**src/sss_map.vh**
```
// constants for the serial shift and storage register block
// assumes a single 50 MHz clock domain and synchronous pin inputs
`ifndef SSS_MAP_VH
`define SSS_MAP_VH
`define SSS_WIDTH 8
`define SSS_FIFO_DEPTH 16
`define SSS_FIFO_AW 4
`define SSS_CLK_PERIOD_NS 20
`define SSS_SHIFT_RESET 8'h00
`define SSS_STORE_RESET 8'h00
`define SSS_FIRST_STAGE 0
`define SSS_LAST_STAGE 7
`endif

```
**src/sss_shift_store.v**
```verilog
// 8-bit serial-in shift register feeding an 8-bit storage register
// with a 16-word queue that receives a copy of each stored byte while it has room
// assumes all pins synchronous to clk_i; the two strobes are sampled levels
// assumes reset_i only starts the block; the two pin clears do the rest
`timescale 1ns/1ps
`include "sss_map.vh"
module sss_shift_store (
   input wire clk_i,
   input wire reset_i,
   input wire serial_data_in_i,
   input wire shift_clock_i,
   input wire shift_clear_n_i,
   input wire storage_clock_i,
   input wire storage_clear_n_i,
   output wire [`SSS_WIDTH-1:0] parallel_out_o,
   output wire serial_cascade_out_o,
   output wire word_valid_o,
   input wire word_ready_i,
   output wire [`SSS_WIDTH-1:0] word_data_o,
   output wire stall_o
);
   // both registers and their next values
   reg [`SSS_WIDTH-1:0] shift_q;
   wire [`SSS_WIDTH-1:0] shift_d;
   reg [`SSS_WIDTH-1:0] store_q;
   wire [`SSS_WIDTH-1:0] store_d;
   // strobe levels seen at the previous clock
   reg shift_clk_q;
   reg store_clk_q;
   // qualified strobe events and decoded clears
   wire shift_rise;
   wire store_rise;
   wire shift_clr;
   wire store_clr;
   wire store_take;
   // stage inputs and clear images
   wire [`SSS_WIDTH-1:0] shift_src;
   wire [`SSS_WIDTH-1:0] shift_init;
   wire [`SSS_WIDTH-1:0] store_init;
   // fifo handshake
   wire fifo_ready;
   // one loop index serves both per-bit loops
   genvar g;

   // edge detect on sampled levels; a falling edge is no event
   // limitation: a strobe must be seen low for one clock between two rises,
   // otherwise the second rise merges with the first and is lost
   function edge_up;
      input cur;
      input prev;
      begin
         edge_up = cur & ~prev;
      end
   endfunction

   // clear decode shared by both registers; the pins are active low
   function clear_on;
      input clear_n;
      begin
         clear_on = ~clear_n;
      end
   endfunction

   // rising edges only; both strobes use the same detector, so a falling
   // strobe can never move either register
   assign shift_rise = edge_up(shift_clock_i, shift_clk_q);
   assign store_rise = edge_up(storage_clock_i, store_clk_q);

   // each register has its own clear
   assign shift_clr = clear_on(shift_clear_n_i);
   assign store_clr = clear_on(storage_clear_n_i);

   // shift strobe history, reset low to match the idle strobe level,
   // so a strobe already high at release counts as a rise
   always @(posedge clk_i)
   begin
      if (reset_i)
      begin
         shift_clk_q <= 1'b0;
      end
      else
      begin
         shift_clk_q <= shift_clock_i;
      end
   end

   // storage strobe history; it runs on through a clear, so a rise seen
   // while cleared is consumed and not replayed once the clear lifts
   always @(posedge clk_i)
   begin
      if (reset_i)
      begin
         store_clk_q <= 1'b0;
      end
      else
      begin
         store_clk_q <= storage_clock_i;
      end
   end

   // stage 0 listens to the pin, every later stage to the stage before it
   assign shift_src = {shift_q[`SSS_WIDTH-2:0], serial_data_in_i};
   // clear images come from the map, so a different clear value is one edit
   // and both the pin clear and reset_i land on the same value
   assign shift_init = `SSS_SHIFT_RESET;
   assign store_init = `SSS_STORE_RESET;

   // one next-value mux per shift stage; clear is tested first so it
   // overrides the strobe, and without a rise the stage holds its bit
   generate
      for (g = 0; g < `SSS_WIDTH; g = g + 1)
      begin : g_shift
         reg stage_d;
         always @*
         begin
            stage_d = shift_q[g];
            if (shift_clr)
            begin
               stage_d = shift_init[g];
            end
            else if (shift_rise)
            begin
               stage_d = shift_src[g];
            end
         end
         assign shift_d[g] = stage_d;
      end
   endgenerate

   // one next-value mux per storage bit; every bit reads the shift stage as it
   // stood before this clock, so tied strobes leave storage one pulse behind
   generate
      for (g = 0; g < `SSS_WIDTH; g = g + 1)
      begin : g_store
         reg bit_d;
         always @*
         begin
            bit_d = store_q[g];
            if (store_clr)
            begin
               bit_d = store_init[g];
            end
            else if (store_rise)
            begin
               bit_d = shift_q[g];
            end
         end
         assign store_d[g] = bit_d;
      end
   endgenerate

   // shift register; the pin clear acts through shift_d, reset_i only starts it
   always @(posedge clk_i)
   begin
      if (reset_i)
      begin
         shift_q <= `SSS_SHIFT_RESET;
      end
      else
      begin
         shift_q <= shift_d;
      end
   end

   // storage register; kept in its own process so each register answers
   // only to its own strobe and clear
   always @(posedge clk_i)
   begin
      if (reset_i)
      begin
         store_q <= `SSS_STORE_RESET;
      end
      else
      begin
         store_q <= store_d;
      end
   end

   // the parallel and cascade outputs come straight from flip-flops, so they never glitch between clocks
   // bit 0 of the storage register is the copy of the first stage
   assign parallel_out_o = store_q;
   // the cascade pin is the last stage, so it falls with the shift clear
   assign serial_cascade_out_o = shift_q[`SSS_LAST_STAGE];

   // each stored byte is also queued; a full queue drops the copy, never the load,
   // because the pins have no way to hold off the controller
   // the copy is the same qualified event that loads the storage register
   assign store_take = store_rise & ~store_clr;
   // full is visible so a consumer can tell that copies are being dropped
   assign stall_o = ~fifo_ready;

   // the queue takes the old shift value, the same byte that storage receives
   // on this clock, so queue order matches the order of storage loads
   sss_fifo #(
      .WIDTH(`SSS_WIDTH),
      .DEPTH(`SSS_FIFO_DEPTH),
      .AW(`SSS_FIFO_AW)
   ) u_fifo (
      .clk_i(clk_i),
      .reset_i(reset_i),
      .in_valid_i(store_take),
      .in_ready_o(fifo_ready),
      .in_data_i(shift_q),
      .out_valid_o(word_valid_o),
      .out_ready_i(word_ready_i),
      .out_data_o(word_data_o)
   );
endmodule

```
**src/sss_fifo.v**
```verilog
// small synchronous fifo with valid and ready on both sides
// assumes one clock and a synchronous active-high reset
`timescale 1ns/1ps
module sss_fifo #(
   parameter WIDTH = 8,
   parameter DEPTH = 16,
   parameter AW = 4
)(
   input wire clk_i,
   input wire reset_i,
   input wire in_valid_i,
   output wire in_ready_o,
   input wire [WIDTH-1:0] in_data_i,
   output wire out_valid_o,
   input wire out_ready_i,
   output wire [WIDTH-1:0] out_data_o
);
   reg [WIDTH-1:0] mem_q [0:DEPTH-1];
   reg [AW-1:0] wr_q;
   reg [AW-1:0] rd_q;
   reg [AW:0] cnt_q;
   wire push;
   wire pop;

   // honest flags from the occupancy count
   assign in_ready_o = (cnt_q != DEPTH[AW:0]);
   assign out_valid_o = (cnt_q != {(AW+1){1'b0}});
   assign out_data_o = mem_q[rd_q];
   assign push = in_valid_i & in_ready_o;
   assign pop = out_valid_o & out_ready_i;

   // storage array has no reset; only pointers and count need one
   always @(posedge clk_i)
   begin
      if (push)
      begin
         mem_q[wr_q] <= in_data_i;
      end
   end

   // pointer and count update
   always @(posedge clk_i)
   begin
      if (reset_i)
      begin
         wr_q <= {AW{1'b0}};
         rd_q <= {AW{1'b0}};
         cnt_q <= {(AW+1){1'b0}};
      end
      else
      begin
         if (push)
         begin
            wr_q <= wr_q + 1'b1;
         end
         if (pop)
         begin
            rd_q <= rd_q + 1'b1;
         end
         if (push & ~pop)
         begin
            cnt_q <= cnt_q + 1'b1;
         end
         else if (pop & ~push)
         begin
            cnt_q <= cnt_q - 1'b1;
         end
      end
   end
endmodule

```
**config.mk**
```make
export PLATFORM = sky130hd
export DESIGN_NAME = sss_shift_store
export DESIGN_NICKNAME = d
export VERILOG_FILES = /design/src/sss_shift_store.v /design/src/sss_fifo.v
export VERILOG_INCLUDE_DIRS = /design/src
export SDC_FILE = /design/constraint.sdc
export NUM_CORES = 1
export LEC_CHECK = 0
export BUFFER_PORTS_ARGS = -buffer_cell sky130_fd_sc_hd__buf_2
export CORE_AREA = 5 5 142 144
export CTS_BUF_LIST = sky130_fd_sc_hd__clkbuf_16
export DETAILED_ROUTE_END_ITERATION = 7
export DIE_AREA = 0 0 147 149
export PLACE_DENSITY = 0.53
export SLEW_MARGIN = 40
export SYNTH_ARGS = -nofsm -noshare
export SYNTH_HDL_FRONTEND = slang
export SYNTH_SLANG_ARGS = --single-unit
```
**constraint.sdc**
```tcl
create_clock -name clk_i -period 3.2 [get_ports clk_i]
set_clock_uncertainty 0.1 [all_clocks]
set_input_delay 0.32 -clock clk_i [delete_from_list [all_inputs] [get_ports clk_i]]
set_output_delay 0.32 -clock clk_i [all_outputs]
set_load 0.02 [all_outputs]
```
== Word level (Yosys, flattened, before mapping) ==
Memories as Yosys holds them, arrays and structs flattened. A register that Yosys moved wholly into a read port is not among the register bits.
Cells that the tools add are included.

* Register bits: 31
* Bits in latches: 0
* Memory bits (writable): 128
* Bits in read-only memories: 0
* Output and inout port bits: 19
* Word-level logic and storage cells: 37
* Memories kept: 1

{| class="wikitable"
|+ Memories
! memory !! words !! width !! rd ports !! clocked after Yosys merged registers in !! wr ports !! RTL line !! source
|-
| u_fifo.mem_q || 16 || 8 || 1 || 1 || 1 || sss_fifo.v:18 || <nowiki>reg [WIDTH-1:0] mem_q [0:DEPTH-1];</nowiki>
|}

* Add/sub/neg operators: 4
* $mul: 0
* Div/mod/pow operators: 0
* Magnitude comparators: 0
* Equal/unequal tests: 1
* Shifts and indexed selects: 0
* Muxes and demuxes: 6
* Bitwise logic cells: 14
* Reductions and logical operators: 4

{| class="wikitable"
|+ Operator list
! cell !! count
|-
| 2-to-1 mux 5 bit || 2
|-
| adder 4 x 1 -> 4 bit (second input constant) || 2
|-
| 2-to-1 mux 4 bit || 2
|-
| bitwise AND 1 bit || 7
|-
| NOT 1 bit || 7
|-
| adder 5 x 1 -> 5 bit (second input constant) || 1
|-
| != test 5 bit (second input constant) || 1
|-
| nonzero test 5 bit || 1
|-
| subtractor 5 x 1 -> 5 bit (second input constant) || 1
|-
| OR reduction 2 bit || 2
|-
| 2-to-1 mux 1 bit || 2
|-
| nonzero test 2 bit || 1
|}

== Longest topological paths before layout ==
* Depth in word-level cells: 8
* Gate-level depth with buffers: 9
* Gate-level depth less buffers: 9

== By module ==
A second synthesis with hierarchy kept.

* Cells, all modules: 391
* Area total of the unflattened synthesis: 6,442.4 sq um

{| class="wikitable"
|+ Modules (own cells, without submodules)
! module !! instances !! cells each !! area an instance (sq um) !! sequential area each (sq um)
|-
| sss_fifo || 1 || 309 || 5,769.3 || 4,184.0
|-
| sss_shift_store || 1 || 82 || 673.1 || 360.3
|}

== Worst setup path before layout ==
OpenSTA, ideal clock, no wires.

* Kind: reg2reg
* Start point: register u_fifo.cnt_q[0]
* End point: register u_fifo.cnt_q[4]
* Data arrival time: 2.488 ns
* Data required time: 2.979 ns
* Slack: 0.492 ns
* Cell stages (with the launch flop): 10
* Path buffers: 0
* Cells stage by stage: dfxtp_1 > or4_4 > o21ai_4 > ha_1 > inv_1 > fa_1 > nand3_1 > a211oi_1 > a31oi_1 > mux2_2

* Cells in the longest elaborated chain, start to end: 5
* Elaborated cells on any way between the ends: 13
* Those cells by class: add/sub (2); eq/ne (1); mux (2); bitwise (6); reduce/logical (2)

{| class="wikitable"
|+ RTL lines
! item !! RTL line !! source
|-
| start, declared || sss_fifo.v:21 || <nowiki>reg [AW:0] cnt_q;</nowiki>
|-
| start signal, assigned || sss_fifo.v:48 || <nowiki>cnt_q <= {(AW+1){1'b0}};</nowiki>
|-
| start signal, assigned || sss_fifo.v:62 || <nowiki>cnt_q <= cnt_q + 1'b1;</nowiki>
|-
| start signal, assigned || sss_fifo.v:66 || <nowiki>cnt_q <= cnt_q - 1'b1;</nowiki>
|-
| parallel branches: the longest is 5 deep, another holds subtractor 5 x 1 -> 5 bit || n/a ||
|}

Several ways; the timed one is not identified. The select of a mux whose other input is x is not followed.
A chain may end at the register's enable or synchronous reset.

== Worst setup path after layout ==
Same ends and word-level chain as after synthesis.

==> flow_summary.yaml <==
outcome:
  status: "finished, final reports clean"
route:
  wirelength_mm: 13.0
  wl_per_cell_um: 19.4
  ant_nets: 0
  drc: 0
  vias: 3336
  viasPerCell: 4.99
  drt_iter0_drc: 199
  dr.pass1.iters: 4
layout:
  fill_cells: 1682
  drive_gt1_share_pct: 24.4
  register_area_um2: 4550
  syn_to_final_growth_pct: 15.8
  num_antenna_cells: 0
  nets: 440
  multi_input_area_um2: 1770
  final_area_um2: 7450
power:
  switchingPower_mw: 1.53
  power_frac_comb_pct: 19.5
  p_sw_share_pct: 27.3
  power.share.sequential_pct: 42.9
  p_int_mw: 4.08
  leakage_nw: 2.62
  p_per_area_nw_per_um2: 753
  vdd_drop_max_mv: 0.497
  clock_power_share_pct: 37.6
critical_path:
  crit_path_start_kind: "flop"
  cp-end-kind: "flop"
  critPathMaxStageDelay_ps: 600
  crit_fanout: 5
  crit_arrival_ps: 3120
  worstPathCellList: "or4_4 -> o21ai_4 -> ha_1 -> inv_1 -> fa_1 -> nand3_1 -> a211oi_1 -> a31oi_1 -> mux2_2"
  required_ps: 3420
  cp_slowest_cell: "or4_4"
  critPathKind: "reg2reg"
logic_synthesis:
  synth_top_area_cell: "edfxtp_1"
  netlist_area_um2: 6430
  synth-compound-area-share_pct: 4.79
  synthSimpleGateAreaFrac_pct: 7.80
  synthDistinctLibCells: 39
  synth_area_leaders: "edfxtp_1 (60%), mux4_2 (11%), dfxtp_1 (11%)"
  synth_seq_cells: 163
  avgSynthCellArea_um2: 16.5
  synthXorXnorAreaFrac_pct: 0.953
  synth_common_cells: "edfxtp_1 (128), nand2_1 (41), dfxtp_1 (35)"
  synth_top_area_share_pct: 59.8
  ys_warn_count: 0
  synthAdderAreaFrac_pct: 2.06
  synth-main-ff-cell: "edfxtp_1"
  synthArstFlopShare_pct: 0
  synth_top_family_by_area: "multiplexers"
  synth_mux_area_share_pct: 11.8
  synth_edf_count: 128
  synth_fp_nets: 408
  yosysMostFrequentCell: "edfxtp_1"
  ys_seq_area_share_pct: 70.7
  netlist_instances: 390
die:
  initial_core_util_pct: 34.6
  die_h_um: 149
  core_region_area_um2: 18600
  rows: 50
  dieArea_um2: 21900
  die_x_um: 147
  io-pin-count: 27
timing:
  post-route-period-util_pct: 90.5
  period_needed_ps: 2900
  fin_setup_tns_ps: 0
  fmax_mhz: 345
  tightest_slew_ps: 838
  relSlewSlack_pct: 44.0
  drv_slew: 0
  setup_viol: 0
  finalHoldViolations: 0
  rsz0062_at_grt: "false"
global_route:
  track_usage_pct: 12.7
  grt_antenna_before_repair: 0
  grt_pass1_vias: 3560
  gr-total-overflow: 0
  grt_start_max_net_pins: 33
  grt_pass1_wl_mm: 20.4
clocking:
  clk_pin_slew_ps: 60
  root_buffer: "clkbuf_16"
  clk_path_buf_depth: 2
  hold_buffers: 0
  postCtsResizedCells: 0
  post_cts_buffers: 0
  cts.htree.levels: 4
  cts_buffers: 17
  clock_sink_count: 163
  clk_latency_ps: 430
  cts_tree: "built"
min_path:
  holdCritPathClass: "in2reg"
place:
  port_buffers: 26
  placed_cell_area_um2: 6830
  hpwl_mm: 8.27
  globalplace.congestion: 0.736
flow_run:
  drv_cap: 0
cell usage in the layout (no fill, tap or decap), types with 9 or more instances in the layout:
| master | count |
|---|---|
| edfxtp_1 | 128 |
| a22oi_1 | 16 |
| ha_1 | 9 |
| a21oi_1 | 20 |
| and2_1 | 14 |
| nor2_1 | 21 |
| dfxtp_1 | 34 |
| mux4_2 | 32 |
| clkbuf_16 | 17 |
| nand2_1 | 41 |
| buf_2 | 26 |
state kept, by name (all words and copies together), names as in the netlist, named ones only:
name            flops
parallel_out_o      8
u_fifo.cnt_q        5
u_fifo.rd_q         4
store_clk_q         1
u_fifo.mem_q      128
shift_q             8
shift_clk_q         1
u_fifo.wr_q         4
per-stage QoR:
stage,power [mW],utilization [%],std cells,hold WS [ps],setup slack [ps]
after floorplan,3.28,-,390,348,492
after global placement,3.55,36.7,637,351,365
after detailed placement,3.57,36.7,637,356,300
after CTS,5.68,40.1,669,23.7,269
after global routing,5.88,40.1,669,20.2,67.4
final,5.61,40.1,669,42.2,303
per-layer routing:
layer | wire (um) | share of wire (%) | GRT usage, %
met4 | 176 | 1.4 | 4.47
met1 | 5780 | 45 | 16.2
met3 | 721 | 5.6 | 4.28
met2 | 6300 | 49 | 20.5
met5 | 0 | 0 | 0
worst paths after layout:
kind                                        start                 to  slack [ps]  cells past startpoint
worst max-delay path              u_fifo.cnt_q[0]    u_fifo.cnt_q[4]         300                      9
worst min-delay path                shift_clock_i        shift_clk_q          40                      2
worst max register to register    u_fifo.cnt_q[0]    u_fifo.cnt_q[4]         300                      9
worst min register to register  parallel_out_o[2]  parallel_out_o[2]         360                      2
power groups by stage:
stage | combinational [mW] | sequential (mW) | clock (mW)
5_1_grt | 1.20 | 2.42 | 2.26
6_report | 1.09 | 2.41 | 2.11
2_1_floorplan | 0.868 | 2.41 | 0
3_3_place_gp | 1.10 | 2.45 | 0
4_1_cts | 1.12 | 2.41 | 2.15
3_5_place_dp | 1.11 | 2.46 | 0
cell type report:
class / count / share of cell area [%]
tap: 234 / 3.93
timing repair buffer: 33 / 2.62
sequential: 163 / 61.0
multi-input combinational: 200 / 23.7
clock inverter: 15 / 2.67
inverter: 7 / 0.353
clock buffer: 17 / 5.71
critical path, delay by kind of cell, from the launching register on:
| family | cells | cell delay [ps] |
|---|---|---|
| flip-flops | 1 | 380 |
| adder cells (fa/ha/maj) | 2 | 670 |
| buffers and inverters | 1 | 120 |
| AO/OA/AOI/OAI | 3 | 450 |
| multiplexers | 1 | 350 |
| AND/OR/NAND/NOR | 2 | 730 |
cell families after synthesis:
logic type | Yosys count
AOI/OAI and AO/OA | 45
xor gates and xnor gates | 7
buffers and inverters | 27
and+or+nand+nor | 102
DFF | 163
adders and majority gates | 10
muxes | 36
Power figures use the tool's default switching activity.
